**src/strobe_mux_pkg.sv**
```systemverilog
package strobe_mux_pkg;

  // Parallel port mode field codes.
  localparam logic [1:0] MODE_MEM_A  = 2'h0;
  localparam logic [1:0] MODE_MEM_B  = 2'h1;
  localparam logic [1:0] MODE_HOST_A = 2'h2;
  localparam logic [1:0] MODE_HOST_B = 2'h3;
  localparam int         MODE_HOST_BIT = 1;

  // Terminal indices on the pad bus.
  localparam int TERM_COUNT  = 4;
  localparam int TERM_COLUMN = 0;
  localparam int TERM_WRITE  = 1;
  localparam int TERM_ADDR10 = 2;
  localparam int TERM_CLOCK  = 3;

  // Synchroniser depth and reset levels.
  localparam int                    SYNC_STAGES  = 2;
  localparam logic [TERM_COUNT-1:0] PAD_RESET    = 4'hF;
  localparam logic [TERM_COUNT-1:0] OE_RESET     = 4'h0;
  localparam logic                  HOST_IDLE    = 1'h1;
  localparam logic                  STRAP_RESET  = 1'h1;
  localparam logic                  NO_PRECHARGE = 1'h0;

  // Strap capture sequence after reset release.
  typedef enum logic [1:0] {
    BOOT_FILL1,
    BOOT_FILL2,
    BOOT_CAPTURE,
    BOOT_RUN
  } boot_state_t;

  // Signals from the device's SDRAM controller.
  typedef struct packed {
    logic column_strobe_n;
    logic write_enable_n;
    logic addr10;
    logic row_a12;
    logic activate_cmd;
    logic rw_cmd;
    logic mem_clock;
  } mem_side_t;

  // Signals handed to the host port and general I/O logic.
  typedef struct packed {
    logic select_n;
    logic data_strobe_one;
    logic data_strobe_two;
    logic io_thirteen_in;
  } host_side_t;

endpackage

```
**src/pin_sync.sv**
```systemverilog
`timescale 1ns/1ps
module pin_sync #(
  parameter int WIDTH  = 1,
  parameter int STAGES = 2
) (
  input  wire logic             mclk,
  input  wire logic             rst,
  input  wire logic             clk_en,
  input  wire logic [WIDTH-1:0] async_in,
  output logic      [WIDTH-1:0] sync_out
);

  logic [WIDTH-1:0] stage_ff [STAGES];
  logic [WIDTH-1:0] nxt_stage [STAGES];

  // Shift chain; only the next stage, or the output for the last, reads each flop.
  always_comb begin
    nxt_stage[0] = async_in;
    for (int i = 1; i < STAGES; i++) begin
      nxt_stage[i] = stage_ff[i-1];
    end
  end

  always_ff @(posedge mclk or posedge rst) begin
    if (rst) begin
      for (int i = 0; i < STAGES; i++) begin
        stage_ff[i] <= '0;
      end
    end else if (clk_en) begin
      for (int i = 0; i < STAGES; i++) begin
        stage_ff[i] <= nxt_stage[i];
      end
    end
  end

  assign sync_out = stage_ff[STAGES-1];

endmodule

```
**src/parallel_port_strobe_pin_mux.sv**
```systemverilog
`timescale 1ns/1ps
module parallel_port_strobe_pin_mux (
  input  wire logic                                  mclk,
  input  wire logic                                  rst,
  input  wire logic                                  clk_en,
  input  wire logic [1:0]                            port_mode,
  input  wire logic                                  port_mode_load,
  input  wire logic                                  boot_function_select_pin,
  input  wire strobe_mux_pkg::mem_side_t             mem_side,
  input  wire logic                                  general_io_thirteen_out,
  input  wire logic                                  general_io_thirteen_oe,
  input  wire logic [strobe_mux_pkg::TERM_COUNT-1:0] pad_in,
  output logic      [strobe_mux_pkg::TERM_COUNT-1:0] pad_out,
  output logic      [strobe_mux_pkg::TERM_COUNT-1:0] pad_oe,
  output strobe_mux_pkg::host_side_t                 host_side,
  output logic                                       memory_mode
);
  import strobe_mux_pkg::*;

  // Memory functions own the terminals whenever the upper mode bit is clear.
  function automatic logic is_mem_mode(input logic [1:0] mode);
    is_mem_mode = ~mode[MODE_HOST_BIT];
  endfunction

  logic [TERM_COUNT-1:0] pad_sync;
  logic                  boot_sync;

  // Pads and the strap pin come from outside the clock domain.
  pin_sync #(
    .WIDTH  (TERM_COUNT + 1),
    .STAGES (SYNC_STAGES)
  ) u_pin_sync (
    .mclk     (mclk),
    .rst      (rst),
    .clk_en   (clk_en),
    .async_in ({boot_function_select_pin, pad_in}),
    .sync_out ({boot_sync, pad_sync})
  );

  // Boot sequencer state, captured strap and the software-loaded mode.
  boot_state_t boot_ff;
  boot_state_t nxt_boot;
  logic        strap_ff;
  logic        nxt_strap;
  logic [1:0]  mode_ff;
  logic [1:0]  nxt_mode;
  logic        loaded_ff;
  logic        nxt_loaded;

  // The strap cannot be caught under asynchronous reset, so it is sampled
  // once the synchroniser has filled after release.
  always_comb begin
    nxt_boot   = boot_ff;
    nxt_strap  = strap_ff;
    nxt_loaded = loaded_ff;
    nxt_mode   = mode_ff;
    case (boot_ff)
      BOOT_FILL1: begin
        nxt_boot = BOOT_FILL2;
      end
      BOOT_FILL2: begin
        nxt_boot = BOOT_CAPTURE;
      end
      BOOT_CAPTURE: begin
        nxt_strap = boot_sync;
        nxt_boot  = BOOT_RUN;
      end
      BOOT_RUN: begin
        if (port_mode_load) begin
          nxt_loaded = 1'h1;
          nxt_mode   = port_mode;
        end
      end
      default: begin
        nxt_boot = BOOT_FILL1;
      end
    endcase
  end

  // Reset leaves the strap at memory and no software mode loaded.
  always_ff @(posedge mclk or posedge rst) begin
    if (rst) begin
      boot_ff   <= BOOT_FILL1;
      strap_ff  <= STRAP_RESET;
      loaded_ff <= 1'h0;
      mode_ff   <= MODE_MEM_A;
    end else if (clk_en) begin
      boot_ff   <= nxt_boot;
      strap_ff  <= nxt_strap;
      loaded_ff <= nxt_loaded;
      mode_ff   <= nxt_mode;
    end
  end

  // Mode in force this cycle and whether the strap has been taken.
  logic [1:0] eff_mode;
  logic       running;

  // Until software loads a mode, the strap picks memory or host functions.
  always_comb begin
    running = (boot_ff == BOOT_RUN);
    if (port_mode_load && running) begin
      eff_mode = port_mode;
    end else if (loaded_ff) begin
      eff_mode = mode_ff;
    end else if (strap_ff) begin
      eff_mode = MODE_MEM_A;
    end else begin
      eff_mode = MODE_HOST_A;
    end
  end

  // Per-terminal memory levels, drive enables and their registered copies.
  logic                  row_ctl;
  logic [TERM_COUNT-1:0] mem_level;
  logic [TERM_COUNT-1:0] mem_drive;
  logic [TERM_COUNT-1:0] pad_out_ff;
  logic [TERM_COUNT-1:0] nxt_pad_out;
  logic [TERM_COUNT-1:0] pad_oe_ff;
  logic [TERM_COUNT-1:0] nxt_pad_oe;
  logic                  mem_ff;
  logic                  nxt_mem;

  // Address ten carries A12 on activate and a low level on accesses.
  always_comb begin
    if (mem_side.activate_cmd) begin
      row_ctl = mem_side.row_a12;
    end else if (mem_side.rw_cmd) begin
      row_ctl = NO_PRECHARGE;
    end else begin
      row_ctl = mem_side.addr10;
    end
    mem_level[TERM_COLUMN] = mem_side.column_strobe_n;
    mem_level[TERM_WRITE]  = mem_side.write_enable_n;
    mem_level[TERM_ADDR10] = row_ctl;
    mem_level[TERM_CLOCK]  = mem_side.mem_clock;
  end

  // Drivers stay off until the strap is known, so the keeper holds the pins.
  always_comb begin
    nxt_mem   = running && is_mem_mode(eff_mode);
    mem_drive = {TERM_COUNT{nxt_mem}};
  end

  // Per terminal: drive the memory level, on address ten in host modes the general I/O thirteen level, or else keep the last one.
  for (genvar t = 0; t < TERM_COUNT; t++) begin : g_term
    always_comb begin
      if (mem_drive[t]) begin
        nxt_pad_out[t] = mem_level[t];
        nxt_pad_oe[t]  = 1'h1;
      end else if (t == TERM_ADDR10 && running && !is_mem_mode(eff_mode)) begin
        // General I/O thirteen keeps its own driver in the host modes.
        nxt_pad_out[t] = general_io_thirteen_out;
        nxt_pad_oe[t]  = general_io_thirteen_oe;
      end else begin
        nxt_pad_out[t] = pad_out_ff[t];
        nxt_pad_oe[t]  = 1'h0;
      end
    end
  end

  // Pad drive, enables and the mode flag are registered so every output comes from a flop.
  always_ff @(posedge mclk or posedge rst) begin
    if (rst) begin
      pad_out_ff <= PAD_RESET;
      pad_oe_ff  <= OE_RESET;
      mem_ff     <= 1'h0;
    end else if (clk_en) begin
      pad_out_ff <= nxt_pad_out;
      pad_oe_ff  <= nxt_pad_oe;
      mem_ff     <= nxt_mem;
    end
  end

  // Registered view of the host-port inputs.
  host_side_t host_ff;
  host_side_t nxt_host;

  // Host inputs read idle while the memory functions own the pins, so a
  // stray select cannot reach the host port during SDRAM traffic.
  always_comb begin
    if (running && !is_mem_mode(eff_mode)) begin
      nxt_host.select_n        = pad_sync[TERM_COLUMN];
      nxt_host.data_strobe_one = pad_sync[TERM_WRITE];
      nxt_host.data_strobe_two = pad_sync[TERM_CLOCK];
    end else begin
      nxt_host.select_n        = HOST_IDLE;
      nxt_host.data_strobe_one = HOST_IDLE;
      nxt_host.data_strobe_two = HOST_IDLE;
    end
    nxt_host.io_thirteen_in = pad_sync[TERM_ADDR10];
  end

  // Host inputs reset to their idle levels; the general input resets low.
  always_ff @(posedge mclk or posedge rst) begin
    if (rst) begin
      host_ff <= '{HOST_IDLE, HOST_IDLE, HOST_IDLE, 1'h0};
    end else if (clk_en) begin
      host_ff <= nxt_host;
    end
  end

  // Outputs are taken straight from their flops.
  assign pad_out     = pad_out_ff;
  assign pad_oe      = pad_oe_ff;
  assign host_side   = host_ff;
  assign memory_mode = mem_ff;

endmodule

```
**config.mk**
```make
export PLATFORM = sky130hd
export DESIGN_NAME = parallel_port_strobe_pin_mux
export DESIGN_NICKNAME = d
export VERILOG_FILES = /design/src/strobe_mux_pkg.sv /design/src/pin_sync.sv /design/src/parallel_port_strobe_pin_mux.sv
export SDC_FILE = /design/constraint.sdc
export NUM_CORES = 1
export LEC_CHECK = 0
export BUFFER_PORTS_ARGS = -buffer_cell sky130_fd_sc_hd__buf_4
export CORE_AREA = 2 2 49 51
export DETAILED_ROUTE_END_ITERATION = 6
export DIE_AREA = 0 0 51 53
export GPL_TIMING_DRIVEN = 0
export PLACE_DENSITY = 0.81
export SKIP_CTS_REPAIR_TIMING = 1
export SYNTH_ARGS = -nofsm -noshare
export SYNTH_HDL_FRONTEND = slang
export SYNTH_SLANG_ARGS = --single-unit
```
**constraint.sdc**
```tcl
create_clock -name mclk -period 2.5 [get_ports mclk]
set_input_delay 0.25 -clock mclk [delete_from_list [all_inputs] [get_ports mclk]]
set_output_delay 0.25 -clock mclk [all_outputs]
set_load 0.05 [all_outputs]
```
Yosys cells after proc, flatten, opt, wreduce, memory -nomap -nowiden
Cells that the tools add are included.
- flip-flop bits (word level): 29
- equal/unequal tests: 3
- reductions and logical operators: 11
- mux-type cells: 12
- bitwise gates (word level): 1
- operators by type and width (kind ; count):
    2-bit AND reduction ; 4
    1-bit two-way mux ; 7
    2-bit two-way mux ; 3
    2-bit one-hot mux with 3 select lines ; 1
    2-bit equality test (second input constant) ; 2
    1-bit logical AND ; 3
    3-bit two-way mux ; 1
    3-bit AND reduction ; 1
    3-bit nonzero test ; 1
    2-bit by 1-bit equality test with 1-bit output (second input constant) ; 1
    2-bit logical NOT ; 1
    2-bit nonzero test ; 1
    1-bit NOT ; 1

Longest topological paths before layout
- word-level depth: 7
- depth in mapped cells: 5

By module
From an unflattened synthesis, not the netlist that was laid out.
- cells, all modules: 86
- area total of the unflattened synthesis: 1166.1 sq um
- modules (own cells, without submodules) (module ; cells each ; instances ; seq. area each (sq um) ; area each (sq um)):
    parallel_port_strobe_pin_mux ; 64 ; 1 ; 385.4 ; 750.7
    pin_sync ; 22 ; 1 ; 250.2 ; 415.4

Worst setup path after synthesis
No wires, ideal clock.
- path type: register to register
- start: register boot_ff[0]
- end: register pad_out_ff[0] (netlist: pad_out[0])
- required time: 2.418 ns
- arrival time: 1.524 ns
- setup slack: 0.893 ns
- buffers on the path: 0
- stages on the path, launching flop included: 6
- cell sequence: dfrtp_1 > ha_1 > and3_4 > a31oi_4 > and3_4 > mux2_4
- longest elaborated chain between the ends: 6
- ends and longest elaborated chain (what ; line ; RTL):
    from (decl) ; parallel_port_strobe_pin_mux.sv:41 ; boot_state_t boot_ff;
    from (signal assigned) ; parallel_port_strobe_pin_mux.sv:88 ; boot_ff <= nxt_boot;
    2-bit equality test * ; parallel_port_strobe_pin_mux.sv:101 ; running = (boot_ff == BOOT_RUN);
    1-bit logical AND ; parallel_port_strobe_pin_mux.sv:102 ; if (port_mode_load && running) begin
    2-bit two-way mux ; parallel_port_strobe_pin_mux.sv:102 ;
    1-bit NOT ; n/a ;
    1-bit logical AND * ; parallel_port_strobe_pin_mux.sv:141 ; nxt_mem = running && is_mem_mode(eff_mode);
    2-bit AND reduction (no source line) * ; n/a ;
    to (signal assigned) ; parallel_port_strobe_pin_mux.sv:169 ; pad_out_ff <= nxt_pad_out;
    to (decl) ; parallel_port_strobe_pin_mux.sv:117 ; logic [TERM_COUNT-1:0] pad_out_ff;
Every way passes the cells marked *; elsewhere a longest branch is shown, timed or not.
A chain may end at the register's enable or synchronous reset.

Worst setup path in the final report
- start: register boot_ff[0]
- end: register pad_out_ff[3] (netlist: pad_out[3])
Same word-level chain as after synthesis.

==> flow_summary.json <==
{
  "status": "finished, final reports clean",
  "cp_top_family": "simple AND/OR/NAND/NOR gates",
  "worstSetupPathType": "reg2reg",
  "rsz0062_at_grt": "false",
  "clockBufferDepth": 2,
  "worst_pin_slew_ns": 0.9369,
  "rr_worst_depth": 5,
  "path_common_cell": "and3_4",
  "setup_slack_ns": 0.7462,
  "wire_per_inst_um": 13.07,
  "grt_overflow_total": 0,
  "multi_input_comb_area_um2": 451.7,
  "vias": 750,
  "syn-instance-count": 86,
  "fp.dieH_um": 53,
  "grt_first_pass_wirelength_mm": 3.215,
  "first_iter_violations": 2,
  "drt.antenna.violating_nets": 0,
  "vias_per_cell": 5.034,
  "cts_buffers": 3,
  "initial_core_util_pct": 52.94,
  "layout_min_cycle_time_ns": 1.754,
  "gp_congestion": 0.7280,
  "tns_ns": 0,
  "slowest_delay_ns": 0.45,
  "final-seq-area_um2": 635.6,
  "path_buf_inv": 0,
  "reg2reg_slack_ns": 0.75,
  "relSlewSlack_pct": 37.47,
  "path_cells": "ha_1 > and3_4 > a31oi_4 > and3_4 > mux2_4",
  "layout-drive-gt1-share_pct": 57.02,
  "slew_violations": 0,
  "wl_mm": 1.947,
  "rows": 17,
  "grt.total_usage_pct": 16.35,
  "maxCapViolCount": 0,
  "critPathSlowestCell": "dfrtp_1",
  "synth.yosys.seq_area_share_pct": 55.89,
  "grt_pass1_vias": 771,
  "fin_crit_sh_pct": 70.15,
  "syn_area_per_cell_um2": 13.22,
  "cts.sinks": 25,
  "worstPathMaxFanout": 6,
  "crit_cells": 5,
  "leakagePower_nw": 0.6697,
  "first_pass_iters": 3,
  "fin_worst_skew_ns": 0.002892,
  "setup_violations": 0,
  "worstPathArrival_ns": 2.01,
  "fmax_mhz": 570.2,
  "p_per_area_nw_per_um2": 1079,
  "syn-num-nets": 110,
  "ys_ff_latch": 25,
  "htree_levels": 1,
  "hold_viol_final": 0,
  "ir_drop_v": 0.0006306,
  "antenna_found_initial": 0,
  "final_nets": 146,
  "final_common_cell": "buf_4",
  "num-fill-cells": 182,
  "endpoint_kind": "flop",
  "clk_pin_slew_worst_paths_ns": 0.13,
  "num_antenna_cells": 0,
  "port_buffers": 31,
  "coreArea_um2": 2148,
  "drc": 0,
  "dieArea_um2": 2703,
  "synth.distinct_cells": 24,
  "layout_common_cells": "34 x buf_4, 17 x dfrtp_1, 13 x mux2_2",
  "boundaryPins": 33,
  "clock_latency_ns": 0.31,
  "hp-class": "in2async",
  "ys_warn_count": 0,
  "cp-start-kind": "flop",
  "crit_required_ns": 2.76,
  "die_w_um": 51,
  "dp_hpwl_mm": 1.457,
  "grt_max_degree": 26,
  "cts-root-buf": "clkbuf_4",
  "synth_area_um2": 1137,
  "cts_tree": "done",
  "area_growth_pct": 25.85,
  "pre_cts_ws_ns": 0.7542
}
## area by class of cell
| cell class | count | area share [%] |
|---|---|---|
| sequential | 25 | 44.41 |
| multi-input combinational | 51 | 31.56 |
| timing repair buffer | 31 | 16.26 |
| tap | 28 | 2.448 |
| buffer | 5 | 2.185 |
| clock buffer | 4 | 1.836 |
| inverter | 5 | 1.311 |
## cell usage after synthesis
cell type / instances / area, um2
buf_4: 3 / 22.52
o22a_1: 3 / 26.28
o2bb2ai_1: 1 / 8.760
o21ai_0: 3 / 15.01
dfstp_2: 8 / 210.2
mux2_4: 3 / 45.04
and2_1: 1 / 6.260
nand2b_1: 3 / 18.77
mux2_2: 13 / 146.4
dfrtp_1: 17 / 425.4
buf_2: 1 / 5.000
clkbuf_1: 1 / 3.750
o31ai_1: 1 / 7.510
nand2_1: 7 / 26.28
nand3_1: 2 / 10.01
nand2b_2: 2 / 17.52
nor2_1: 2 / 7.510
a21oi_1: 1 / 5.000
a31o_2: 1 / 8.760
ha_1: 4 / 50.05
a21o_2: 1 / 8.760
inv_1: 5 / 18.77
a31oi_4: 1 / 21.27
and3_4: 2 / 22.52
## cell families after synthesis
logic type,synth area share [%]
AOI/OAI and AO/OA,8.911
buffers and inverters,4.400
muxes,16.83
DFF,55.89
and+or+nand+nor,9.572
adders and majority gates,4.401
## metal layers
metal / routed length, um / global-route usage [%] / up-vias
met5: 0 / 0 / -
met3: 125 / 3.955 / 3
met2: 983 / 30.74 / 25
met4: 23 / 6.757 / 0
met1: 815 / 17.38 / 361
li1: - / - / 361
## worst reg2reg max path, delay by kind of cell (launching register included)
kind / cells / cell delay [ns]
compound gates: 1 / 0.17
fa+ha+maj: 1 / 0.31
simple gates: 2 / 0.47
mux: 1 / 0.30
flops: 1 / 0.45
## worst paths after layout
check | to | from
max in group asynchronous | mode_ff[1] | rst
worst min register to register | pad_out[2] | pad_out[2]
worst max-delay path | pad_out[3] | boot_ff[0]
worst max register to register | pad_out[3] | boot_ff[0]
worst min-delay path | u_pin_sync.nxt_stage[3] | rst
min in group mclk | u_pin_sync.nxt_stage[1] | pad_in[1]
## through the flow
step / util [%] / area, um2 / std cells / hold WS [ns] / power (mW)
finish: 66.63 / 1431 / 149 / 0.1344 / 1.544
global route: 66.63 / 1431 / 149 / 0.1429 / 1.628
CTS: 66.63 / 1431 / 149 / 0.1491 / 1.562
detailed placement: 65.40 / 1405 / 145 / 0.4694 / 1.380
global placement: 65.40 / 1405 / 145 / 0.4589 / 1.351
floorplan: - / 1137 / 86 / 0.2714 / 1.184
## state kept, by name, summed over array words and instances (netlist names)
signal / cells
u_pin_sync.nxt_stage: 5
u_pin_sync.sync_out: 5
host_side: 4
pad_out: 4
boot_ff: 2
pad_oe: 2
loaded_ff: 1
mode_ff: 1
strap_ff: 1
## power by group
group	leakage, nW	total [mW]	switching (mW)	internal [mW]
registers	0.286	0.632	0.0804	0.552
clock network	0.0150	0.175	0.113	0.0624
logic	0.369	0.736	0.432	0.304
Note: power is estimated with default switching activity, not from simulation.
